### config.mk
export PLATFORM = sky130hd
export DESIGN_NAME = bit_test_branch_exec
export DESIGN_NICKNAME = d
export VERILOG_FILES = /design/src/bit_test_branch_pkg.sv /design/src/bit_test_branch_exec.sv /design/src/branch_cond_eval.sv
export SDC_FILE = /design/constraint.sdc
export NUM_CORES = 1
export LEC_CHECK = 0
export BUFFER_PORTS_ARGS = -buffer_cell sky130_fd_sc_hd__buf_2
export CELL_PAD_IN_SITES_DETAIL_PLACEMENT = 0
export CELL_PAD_IN_SITES_GLOBAL_PLACEMENT = 1
export CORE_UTILIZATION = 35
export DETAILED_ROUTE_END_ITERATION = 6
export GPL_TIMING_DRIVEN = 1
export PLACE_DENSITY_LB_ADDON = 0.2
export SLEW_MARGIN = 20
export SYNTH_ARGS = -nofsm -noshare
export SYNTH_HDL_FRONTEND = slang
export SYNTH_SLANG_ARGS = --single-unit
### constraint.sdc
create_clock -name CLK_IN -period 4.7 [get_ports CLK_IN]
set_input_delay 0.94 -clock CLK_IN [delete_from_list [all_inputs] [get_ports CLK_IN]]
set_output_delay 0.94 -clock CLK_IN [all_outputs]
set_load 0.01 [all_outputs]
### src/bit_test_branch_pkg.sv
// Package: opcodes, bus constants, carrier types and the rule overview for the bit-test branch unit
// Overview of operation
// [RL1] Branch-if-bits-clear branches only when the tested byte ANDed with the mask is zero.
// [RL2] Branch-if-bits-set branches only when the complemented tested byte ANDed with the mask is zero.
// [RL3] A taken bit-test branch loads PC with old PC plus 4 plus offset, or plus 5 in Y-indexed form.
// [RL4] Branch-if-bits-clear is opcode 13 direct, 1f X-indexed, 18 then 1f Y-indexed; address, mask, offset follow.
// [RL5] Branch-if-bits-set is opcode 12 direct, 1e X-indexed, 18 then 1e Y-indexed; address, mask, offset follow.
// [RL6] Bit-test branches take 6, 7 and 8 read cycles; direct reads address 00dd and dead cycles drive ffff.
// [RL7] Indexed modes add the unsigned offset byte to X or Y and read the operand after one dead cycle.
// [RL8] Bit-test branches and the never-taken branch leave all condition flags unchanged.
// [RL9] The never-taken branch advances PC by 2 in three cycles: opcode, offset, dead cycle.
// [RL10] The never-taken branch is opcode 21 with one ignored offset byte.
// [RL11] Set-bits ORs the final mask byte into memory, leaving other bits unchanged.
// [RL12] Set-bits is opcode 14 direct, 1c X-indexed, 18 then 1c Y-indexed; address precedes mask.
// [RL13] Set-bits takes 6, 7 or 8 cycles and its last cycle writes the result, R/W low, to the read address.
// [RL14] Signed conditions: greater 2e, greater-equal 2c, less-equal 2f, less 2d, from Z, N and V.
// [RL15] Unsigned conditions: higher 22, lower-same 23, higher-same 24, lower 25, from C and Z.
// [RL16] Simple conditions: equal 27, not-equal 26, minus 2b, plus 2a, overflow 29 and 28, always 20.
// [RL17] The relative offset is a signed twos-complement byte added to the advanced PC.
package bit_test_branch_pkg;

  // ----------------------------------------------------------------
  // Opcodes
  // ----------------------------------------------------------------
  localparam logic [7:0] OP_PREFIX_Y = 8'h18;
  localparam logic [7:0] OP_BCLR_DIR = 8'h13;
  localparam logic [7:0] OP_BCLR_IDX = 8'h1f;
  localparam logic [7:0] OP_SET_BITS_IN_MEMORY_DIR = 8'h12;
  localparam logic [7:0] OP_SET_BITS_IN_MEMORY_IDX = 8'h1e;
  localparam logic [7:0] OP_SETM_DIR = 8'h14;
  localparam logic [7:0] OP_SETM_IDX = 8'h1c;
  localparam logic [7:0] OP_BR_ALWAYS = 8'h20;
  localparam logic [7:0] OP_BR_NEVER = 8'h21;
  localparam logic [7:0] OP_BR_HI = 8'h22;
  localparam logic [7:0] OP_BR_LS = 8'h23;
  localparam logic [7:0] OP_BR_HS = 8'h24;
  localparam logic [7:0] OP_BR_LO = 8'h25;
  localparam logic [7:0] OP_BR_NE = 8'h26;
  localparam logic [7:0] OP_BR_EQ = 8'h27;
  localparam logic [7:0] OP_BR_VC = 8'h28;
  localparam logic [7:0] OP_BR_VS = 8'h29;
  localparam logic [7:0] OP_BR_PL = 8'h2a;
  localparam logic [7:0] OP_BR_MI = 8'h2b;
  localparam logic [7:0] OP_BR_GE = 8'h2c;
  localparam logic [7:0] OP_BR_LT = 8'h2d;
  localparam logic [7:0] OP_BR_GT = 8'h2e;
  localparam logic [7:0] OP_BR_LE = 8'h2f;

  // ----------------------------------------------------------------
  // Bus and PC constants
  // ----------------------------------------------------------------
  localparam logic [15:0] DEAD_ADDR = 16'hffff;
  localparam logic [15:0] PC_STEP_SHORT = 16'h0002;
  localparam logic [15:0] PC_STEP_TEST = 16'h0004;
  localparam logic [15:0] PC_STEP_TEST_Y = 16'h0005;
  localparam logic [15:0] RESET_PC = 16'h0000;
  localparam logic [7:0] RESET_FLAGS = 8'h00;

  // Condition flag bit positions within FLAGS_IN
  localparam int FLAG_C = 0;
  localparam int FLAG_V = 1;
  localparam int FLAG_Z = 2;
  localparam int FLAG_N = 3;

  // ----------------------------------------------------------------
  // Carrier types
  // ----------------------------------------------------------------
  typedef struct packed {
    logic [15:0] addr;
    logic [7:0] wdata;
    logic rw;
    logic active;
  } bus_req_t;

  typedef enum logic [1:0] {
    MODE_DIR,
    MODE_X,
    MODE_Y
  } addr_mode_t;

  typedef enum logic [1:0] {
    KIND_BCLR,
    KIND_SET_BITS_IN_MEMORY,
    KIND_SETM,
    KIND_REL
  } instr_kind_t;

endpackage

### src/bit_test_branch_exec.sv
// Execution sequencer for bit-test branches, set-bits and relative branches
`timescale 1ns/100ps
module bit_test_branch_exec (
  // Clock and reset
  input wire logic CLK_IN,
  input wire logic SRST_IN,
  // Core side
  input wire logic START_IN,
  input wire logic [15:0] PC_IN,
  input wire logic [15:0] X_IN,
  input wire logic [15:0] Y_IN,
  input wire logic [7:0] FLAGS_IN,
  // Memory bus
  input wire logic [7:0] RDATA_IN,
  output logic [15:0] ADDR_OUT,
  output logic [7:0] WDATA_OUT,
  output logic RW_OUT,
  output logic BUS_ACTIVE_OUT,
  // Results to core
  output logic BUSY_OUT,
  output logic DONE_OUT,
  output logic [15:0] PC_OUT,
  output logic [7:0] FLAGS_OUT,
  output logic ILLEGAL_OUT
);
  import bit_test_branch_pkg::*;

  // ----------------------------------------------------------------
  // State
  // ----------------------------------------------------------------
  typedef enum {
    ST_IDLE,
    ST_OPCODE,
    ST_OPCODE2,
    ST_ADDR,
    ST_DEAD_IDX,
    ST_OPERAND,
    ST_MASK,
    ST_REL,
    ST_DEAD_END,
    ST_DEAD_WR,
    ST_WRITE
  } state_t;

  state_t state;
  state_t next_state;
  logic [15:0] op_pc;
  logic [15:0] fetch_pc;
  logic [7:0] opcode;
  logic [7:0] mem_byte;
  logic [7:0] mask;
  logic [7:0] rel;
  logic [15:0] eff_addr;
  logic [15:0] x_reg;
  logic [15:0] y_reg;
  addr_mode_t mode;
  instr_kind_t kind;
  bus_req_t bus;
  bus_req_t next_bus;

  // ----------------------------------------------------------------
  // Decode
  // ----------------------------------------------------------------
  function automatic logic [15:0] rel_target(input logic [15:0] base, input logic [7:0] off);
    rel_target = base + {{8{off[7]}}, off}; // [RL17]
  endfunction

  wire [7:0] op_byte = RDATA_IN;
  wire is_clr = (op_byte == OP_BCLR_DIR) || (op_byte == OP_BCLR_IDX); // [RL4]
  wire is_set = (op_byte == OP_SET_BITS_IN_MEMORY_DIR) || (op_byte == OP_SET_BITS_IN_MEMORY_IDX); // [RL5]
  wire is_setm = (op_byte == OP_SETM_DIR) || (op_byte == OP_SETM_IDX); // [RL12]
  wire is_idx_op = (op_byte == OP_BCLR_IDX) || (op_byte == OP_SET_BITS_IN_MEMORY_IDX)
                   || (op_byte == OP_SETM_IDX);
  wire is_rel = (op_byte[7:4] == 4'h2);
  wire is_prefix = (op_byte == OP_PREFIX_Y);
  wire first_legal = is_clr || is_set || is_setm || is_rel || is_prefix;
  wire second_legal = is_idx_op;
  wire instr_kind_t dec_kind = is_clr ? KIND_BCLR : is_set ? KIND_SET_BITS_IN_MEMORY :
                               is_setm ? KIND_SETM : KIND_REL;

  wire [7:0] clr_test = mem_byte & mask; // [RL1]
  wire [7:0] set_test = ~mem_byte & mask; // [RL2]
  wire bit_taken = (kind == KIND_BCLR) ? (clr_test == 8'h00) : (set_test == 8'h00);
  wire [15:0] test_step = (mode == MODE_Y) ? PC_STEP_TEST_Y : PC_STEP_TEST; // [RL3]
  wire [15:0] test_next = op_pc + test_step;
  wire [15:0] rel_next = op_pc + PC_STEP_SHORT; // [RL9]
  wire [15:0] index_base = (mode == MODE_Y) ? y_reg : x_reg;
  wire [15:0] idx_addr = index_base + {8'h00, RDATA_IN}; // [RL7]
  wire [15:0] dir_addr = {8'h00, RDATA_IN}; // [RL6]
  // Direct mode has no dead cycle, so its operand address leaves straight from the fetched byte
  wire [15:0] operand_addr = (state == ST_ADDR) ? dir_addr : eff_addr;
  wire [7:0] set_result = mem_byte | mask; // [RL11]
  wire cond_taken;
  wire cond_known;

  branch_cond_eval u_cond (
    .opcode_in(opcode),
    .flags_in(FLAGS_IN),
    .taken_out(cond_taken),
    .known_out(cond_known)
  );

  // ----------------------------------------------------------------
  // Bus address for each state
  // ----------------------------------------------------------------
  always_comb begin
    next_bus = '{addr: DEAD_ADDR, wdata: 8'h00, rw: 1'b1, active: 1'b1}; // [RL6]
    case (next_state)
      ST_OPCODE: next_bus.addr = PC_IN; // [RL6]
      ST_OPCODE2, ST_ADDR, ST_MASK, ST_REL: next_bus.addr = fetch_pc;
      ST_OPERAND: next_bus.addr = operand_addr; // [RL7]
      ST_WRITE: begin
        next_bus.addr = eff_addr; // [RL13]
        next_bus.wdata = set_result;
        next_bus.rw = 1'b0; // [RL13]
      end
      ST_IDLE: next_bus.active = 1'b0;
      default: next_bus.addr = DEAD_ADDR;
    endcase
  end

  // ----------------------------------------------------------------
  // Sequencer
  // ----------------------------------------------------------------
  // Read data answers in the cycle its address stands, so each state takes the byte it fetched;
  // the opcode fetch at PC_IN is the first bus cycle of every instruction.
  always_comb begin
    next_state = state;
    case (state)
      ST_IDLE: next_state = START_IN ? ST_OPCODE : ST_IDLE;
      ST_OPCODE: begin
        if (!first_legal) next_state = ST_IDLE;
        else if (is_prefix) next_state = ST_OPCODE2;
        else if (is_rel) next_state = ST_REL;
        else next_state = ST_ADDR;
      end
      ST_OPCODE2: next_state = second_legal ? ST_ADDR : ST_IDLE;
      ST_ADDR: next_state = (mode == MODE_DIR) ? ST_OPERAND : ST_DEAD_IDX; // [RL7]
      ST_DEAD_IDX: next_state = ST_OPERAND;
      ST_OPERAND: next_state = ST_MASK;
      ST_MASK: next_state = (kind == KIND_SETM) ? ST_DEAD_WR : ST_REL;
      ST_REL: next_state = ST_DEAD_END; // [RL9]
      ST_DEAD_END: next_state = ST_IDLE;
      ST_DEAD_WR: next_state = ST_WRITE;
      ST_WRITE: next_state = ST_IDLE;
      default: next_state = ST_IDLE;
    endcase
  end

  always_ff @(posedge CLK_IN) begin
    if (SRST_IN) begin
      state <= ST_IDLE;
      bus <= '{addr: DEAD_ADDR, wdata: 8'h00, rw: 1'b1, active: 1'b0};
    end else begin
      state <= next_state;
      bus <= next_bus;
    end
  end

  // Operand capture
  always_ff @(posedge CLK_IN) begin
    if (SRST_IN) begin
      op_pc <= RESET_PC;
      fetch_pc <= RESET_PC;
      opcode <= 8'h00;
      mem_byte <= 8'h00;
      mask <= 8'h00;
      rel <= 8'h00;
      eff_addr <= 16'h0000;
      x_reg <= 16'h0000;
      y_reg <= 16'h0000;
      mode <= MODE_DIR;
      kind <= KIND_REL;
    end else begin
      // Advance as each program byte goes onto the bus, so fetch_pc always names the next one
      if (next_state == ST_OPCODE2 || next_state == ST_ADDR || next_state == ST_MASK
          || next_state == ST_REL) begin
        fetch_pc <= fetch_pc + 16'h0001;
      end
      case (state)
        ST_IDLE: if (START_IN) begin
          op_pc <= PC_IN;
          fetch_pc <= PC_IN + 16'h0001;
          x_reg <= X_IN;
          y_reg <= Y_IN;
        end
        ST_OPCODE: begin
          opcode <= RDATA_IN;
          kind <= dec_kind;
          mode <= is_prefix ? MODE_Y : (is_idx_op ? MODE_X : MODE_DIR);
        end
        ST_OPCODE2: begin
          opcode <= RDATA_IN;
          kind <= dec_kind;
        end
        ST_ADDR: eff_addr <= (mode == MODE_DIR) ? {8'h00, RDATA_IN} : idx_addr; // [RL6]
        ST_OPERAND: mem_byte <= RDATA_IN;
        ST_MASK: mask <= RDATA_IN;
        ST_REL: rel <= RDATA_IN;
        default: ;
      endcase
    end
  end

  // ----------------------------------------------------------------
  // Results
  // ----------------------------------------------------------------
  // Flags pass through untouched; none of these instructions alter them.
  always_ff @(posedge CLK_IN) begin
    if (SRST_IN) begin
      DONE_OUT <= 1'b0;
      PC_OUT <= RESET_PC;
      FLAGS_OUT <= RESET_FLAGS;
      ILLEGAL_OUT <= 1'b0;
      BUSY_OUT <= 1'b0;
    end else begin
      BUSY_OUT <= (next_state != ST_IDLE);
      DONE_OUT <= 1'b0;
      ILLEGAL_OUT <= 1'b0;
      FLAGS_OUT <= FLAGS_IN; // [RL8]
      if ((state == ST_OPCODE && !first_legal) || (state == ST_OPCODE2 && !second_legal)) begin
        ILLEGAL_OUT <= 1'b1;
        DONE_OUT <= 1'b1;
        PC_OUT <= op_pc;
      end
      if (state == ST_DEAD_END) begin
        DONE_OUT <= 1'b1;
        if (kind == KIND_REL) begin
          PC_OUT <= (cond_taken && cond_known) ? rel_target(rel_next, rel) : rel_next; // [RL9]
        end else begin
          PC_OUT <= bit_taken ? rel_target(test_next, rel) : test_next; // [RL3]
        end
      end
      if (state == ST_WRITE) begin
        DONE_OUT <= 1'b1;
        PC_OUT <= fetch_pc;
      end
    end
  end

  assign ADDR_OUT = bus.addr;
  assign WDATA_OUT = bus.wdata;
  assign RW_OUT = bus.rw;
  assign BUS_ACTIVE_OUT = bus.active;

endmodule // bit_test_branch_exec

### src/branch_cond_eval.sv
// Branch condition evaluator for the relative-branch opcode map
`timescale 1ns/100ps
module branch_cond_eval (
  // Opcode and flags
  input wire logic [7:0] opcode_in,
  input wire logic [7:0] flags_in,
  // Result
  output logic taken_out,
  output logic known_out
);
  import bit_test_branch_pkg::*;

  wire c = flags_in[FLAG_C];
  wire v = flags_in[FLAG_V];
  wire z = flags_in[FLAG_Z];
  wire n = flags_in[FLAG_N];
  wire nxv = n ^ v;

  always_comb begin
    known_out = 1'b1;
    case (opcode_in)
      OP_BR_ALWAYS: taken_out = 1'b1; // [RL16]
      OP_BR_NEVER: taken_out = 1'b0; // [RL9] [RL10]
      OP_BR_HI: taken_out = ~(c | z); // [RL15]
      OP_BR_LS: taken_out = c | z; // [RL15]
      OP_BR_HS: taken_out = ~c; // [RL15]
      OP_BR_LO: taken_out = c; // [RL15]
      OP_BR_NE: taken_out = ~z; // [RL16]
      OP_BR_EQ: taken_out = z; // [RL16]
      OP_BR_VC: taken_out = ~v; // [RL16]
      OP_BR_VS: taken_out = v; // [RL16]
      OP_BR_PL: taken_out = ~n; // [RL16]
      OP_BR_MI: taken_out = n; // [RL16]
      OP_BR_GE: taken_out = ~nxv; // [RL14]
      OP_BR_LT: taken_out = nxv; // [RL14]
      OP_BR_GT: taken_out = ~(z | nxv); // [RL14]
      OP_BR_LE: taken_out = z | nxv; // [RL14]
      default: begin
        taken_out = 1'b0;
        known_out = 1'b0;
      end
    endcase
  end

endmodule // branch_cond_eval

==> summary by stage <==
Critical path
Among all stages on the critical path, the largest delay is contributed by sky130_fd_sc_hd__o311ai_0. Along the worst path, the maximum fanout reaches 8. The data arrival at the endpoint of the critical path is 4.45 ns.

The minimum setup slack among reg-to-reg paths is 0.61 ns. The cell repeated most along the worst path is sky130_fd_sc_hd__ha_1. The number of cells on the worst reg-to-reg path is 15. The capture instance of the worst register-to-register path is PC_OUT[15]. The maximum single-stage delay on the critical path is 0.46 ns. The launch instance of the worst register-to-register path is mode[0]. The critical path capture point type is a flop.

The required time of the worst setup path is 5.05 ns. The signal on the critical path passes through nand2b_1 -> inv_1 -> ha_1 -> ha_1 -> o21ai_0 -> xnor2_1 -> ha_1 -> nand2_1 -> o311ai_0 -> nor2_1 -> o311ai_0 -> a211oi_1 -> a31oi_1 -> xnor2_1 -> a221oi_1. The setup path with the least slack is of type reg -> reg.

The worst setup path is launched from a flop.

Power
Of the total power, registers draw 43.3%. For this design the static power due to leakage is 4.57 nW. The reported net switching power is 0.00115 W. The power share of the clock group is 40.4%.

Power spread over the standard cell area amounts to 326 mW/mm^2. Combinational cells account for 16.4% of the total power. Of the total power, the share spent switching nets is 30.3%. VDD sags by at most 220 uV. The internal power is 0.00265 W.

Placed design
Counting tap cells, the placed design contains a total of 1764 instances. The worst setup timing slack at the placement stage is 0.573 ns. The post-detailed-placement half-perimeter wirelength is 23700 um. During placement, the flow inserted port buffers numbering 119. The congestion estimate from routability-driven global placement came to 0.888.

Clocking
The H-tree was split into 4 levels. The maximum clock insertion buffer count is 2. After clock tree synthesis, the setup repair step added 0 buffers. The number of clock sinks seen by CTS is 172. The total clock buffers created by CTS is 17. The post-cts resize count is 0.

Buffers inserted to repair hold after CTS numbered 0. The clock-pin slew on the worst setup and hold paths is 0.07 ns. The CTS tree is built. The clock insertion delay at the later pin of the skew report is 0.44 ns. The cell chosen for the clock root is sky130_fd_sc_hd__clkbuf_16.

Finish
The library cell used most frequently in the layout, excluding fill and tap cells, is sky130_fd_sc_hd__nand2_1. The register area is 0.00344 sq mm. In the layout the commonest cells are 273 x sky130_fd_sc_hd__nand2_1, 172 x sky130_fd_sc_hd__dfxtp_1, 155 x sky130_fd_sc_hd__a21oi_1. The count of inserted antenna diode cells is 0.

Relative to the synthesized area, the layout overhead comes to 14.9%. The multi-input logic area is 0.00632 sq mm. The fraction of layout instances using a drive strength above 1 is 13.6%.

At the end of the flow, the number of nets in the layout was 1519. The final non-filler cell total is 1796. The fill cell total of the finished layout is 3016.

Timing
The count of pins over their slew limit was 0. The clock period could shrink to 4.09 ns. Adding up every negative setup slack in the final design gives 0 ns. At the pin with the least slew margin, the transition time is 1.20 ns.

The number of hold violations in the final report is 0. The relative slew slack is 19.2%. The maximum clock frequency is 0.244 GHz. Setup repair after global routing left no endpoint under its margin. Across the routed clock network, the largest skew measured is 0.0112 ns. The period utilization is 87.1%. The least setup slack across all paths after layout is 0.606 ns. The number of setup violations in the final report is 0.

Logic synthesis
Each instance of the synthesized netlist takes up on average 7.65 sq um. The count of flip-flops with a built-in enable after synthesis is 0. After synthesis, the netlist uses 75 different library cells. Summing the sequential cell areas from Yosys gives 34.0% of the chip area. The dominant register cell in the synthesized netlist is sky130_fd_sc_hd__dfxtp_1. The mapped cell area is 0.0101 sq mm. Yosys printed 0 warnings. The number of register bits inferred by synthesis is 172.

In the synthesized netlist the async set-or-reset flop fraction comes to 0%. When the netlist entered floorplanning its net count stood at 1440. Counting every instance in the synthesized netlist gives 1326.

Worst hold path
The worst hold path terminates at PC_OUT[7]. The class of the tightest hold or removal check is reg -> reg. The worst hold path was traced through 2 stages. The worst hold path begins at PC_OUT[7].

Floorplan
For this design the top-level I/O count stands at 120. For this configuration, the core starts out at a cell density of 36.0%. In this run the core area contains 61 standard-cell rows. The area of the core is 0.0282 sq mm. The floorplan step defined a die boundary enclosing 0.0297 sq mm. The chip height is 172 um. The width of the chip is 172 um.

Global routing
The number of antenna violations at the first check in global routing is 0. The number of global-route vias before repair is 8885. The aggregate global routing overflow is 0. The first global-routing pass estimated 50000 um of wire. The largest net degree at the start of global routing is 75. The global-route usage over all layers is 22.1%.

Flow run
The number of max-cap violations is 0.

Drt
The total vias in the final route is 9682. The number of DRC violations after detailed routing is 0. The ratio of routed vias to standard cells is 5.39. The number of nets with antenna violations after detailed routing is 0. For this block, the routed nets add up to 32300 um of wire. The final routed wire length divided by cell count is 18.0 um.

The length of the first detailed-routing pass in iterations is 5. The number of DRC markers in iteration 0 is 750.

Status
The run finished with clean final reports.
## power by group through the flow
stage | registers (W) | logic [W] | clock network, W
final | 0.00164 | 0.000622 | 0.00153
after global routing | 0.00166 | 0.000692 | 0.00164
after floorplan | 0.00165 | 0.000429 | 0
after CTS | 0.00164 | 0.000625 | 0.00157
after global placement | 0.00168 | 0.000620 | 0
after detailed placement | 0.00168 | 0.000624 | 0
## how the worst max path moves through the flow
stage | from | to | cells after the start
after floorplan | mode[0] | PC_OUT[15] | 18
after global placement | mode[0] | PC_OUT[15] | 15
after detailed placement | mode[0] | PC_OUT[15] | 15
after CTS | mode[0] | PC_OUT[15] | 15
after global routing | mode[0] | PC_OUT[15] | 15
final | mode[0] | PC_OUT[15] | 15
## final cells by class
class / count / share of cell area, %
inverters: 24 / 0.773
flip-flops and latches: 172 / 29.6
well taps: 378 / 4.06
clock inverters: 14 / 1.58
multi-input cells: 1057 / 54.2
repair buffers: 133 / 6.04
clock buffers: 18 / 3.77
## synthesized netlist by cell type (5+ instances only)
master | instances | share of area (%)
sky130_fd_sc_hd__o21a_1 | 6 | 0.44
sky130_fd_sc_hd__dfxtp_1 | 172 | 34
sky130_fd_sc_hd__nor2_1 | 126 | 4.7
sky130_fd_sc_hd__a211oi_1 | 28 | 2.1
sky130_fd_sc_hd__inv_1 | 23 | 0.85
sky130_fd_sc_hd__nor3_1 | 25 | 1.2
sky130_fd_sc_hd__o22ai_1 | 11 | 0.68
sky130_fd_sc_hd__buf_2 | 13 | 0.64
sky130_fd_sc_hd__mux2_2 | 8 | 0.89
sky130_fd_sc_hd__a21oi_1 | 155 | 7.6
sky130_fd_sc_hd__xor2_1 | 38 | 3.3
sky130_fd_sc_hd__nand3_1 | 37 | 1.8
sky130_fd_sc_hd__buf_1 | 6 | 0.22
sky130_fd_sc_hd__xnor2_1 | 53 | 4.6
sky130_fd_sc_hd__a22oi_1 | 6 | 0.44
sky130_fd_sc_hd__ha_1 | 44 | 5.4
sky130_fd_sc_hd__o2111ai_1 | 7 | 0.60
sky130_fd_sc_hd__mux2i_1 | 22 | 2.2
sky130_fd_sc_hd__and2_1 | 6 | 0.37
sky130_fd_sc_hd__o21ai_0 | 41 | 2.0
sky130_fd_sc_hd__a222oi_1 | 13 | 1.3
sky130_fd_sc_hd__o311ai_0 | 6 | 0.52
sky130_fd_sc_hd__nand2_1 | 273 | 10
sky130_fd_sc_hd__a311oi_1 | 6 | 0.52
sky130_fd_sc_hd__a31oi_1 | 9 | 0.56
sky130_fd_sc_hd__nor4_1 | 6 | 0.37
sky130_fd_sc_hd__a22o_1 | 8 | 0.69
sky130_fd_sc_hd__nand2b_1 | 11 | 0.68
sky130_fd_sc_hd__and3_1 | 12 | 0.74
sky130_fd_sc_hd__nand4_1 | 6 | 0.37
sky130_fd_sc_hd__o211ai_1 | 8 | 0.59
sky130_fd_sc_hd__a21o_1 | 8 | 0.59
sky130_fd_sc_hd__nor2b_1 | 15 | 0.93
sky130_fd_sc_hd__clkbuf_1 | 51 | 1.9
sky130_fd_sc_hd__and4_1 | 5 | 0.43
## kinds of logic (layout without fill, tap and decap cells)
| logic type | Yosys count | in the layout | synth area share, % |
|---|---|---|---|
| flip-flops | 172 | 172 | 34.0 |
| multiplexers | 30 | 30 | 3.06 |
| AO/OA/AOI/OAI | 347 | 347 | 21.7 |
| adder cells (fa/ha/maj) | 47 | 47 | 6.02 |
| AND/OR/NAND/NOR | 541 | 541 | 23.4 |
| XOR/XNOR | 92 | 92 | 8.02 |
| buffers and inverters | 97 | 189 | 3.90 |
## worst max-delay path: cells and delay by family (launching register included)
| kind | cells | cell delay, ns |
|---|---|---|
| AND/OR/NAND/NOR | 3 | 0.44 |
| adder cells (fa/ha/maj) | 3 | 0.83 |
| buffers and inverters | 1 | 0.07 |
| flip-flops | 1 | 0.44 |
| XOR/XNOR | 2 | 0.26 |
| AO/OA/AOI/OAI | 6 | 1.97 |
## per-layer routing
layer	global-route usage (%)	vias to the layer above	share of wire, %
met4	8.04	0	2.8
li1	-	4823	-
met2	34.7	227	45
met1	30.7	4581	49
met3	3.16	51	3.7
met5	0	-	0
## metrics by stage
stage                     utilization [%]  total power [W]  instance area [sq um]  hold slack (ns)
final                                41.4          0.00380                  11600            0.451
after global routing                 41.4          0.00399                  11600            0.470
after CTS                            41.3          0.00384                  11600            0.456
after detailed placement             39.1          0.00230                  11000            0.446
after global placement               39.1          0.00230                  11000            0.442
after floorplan                         -          0.00208                  10100            0.431
No activity file was read; power rests on OpenSTA's default activity.
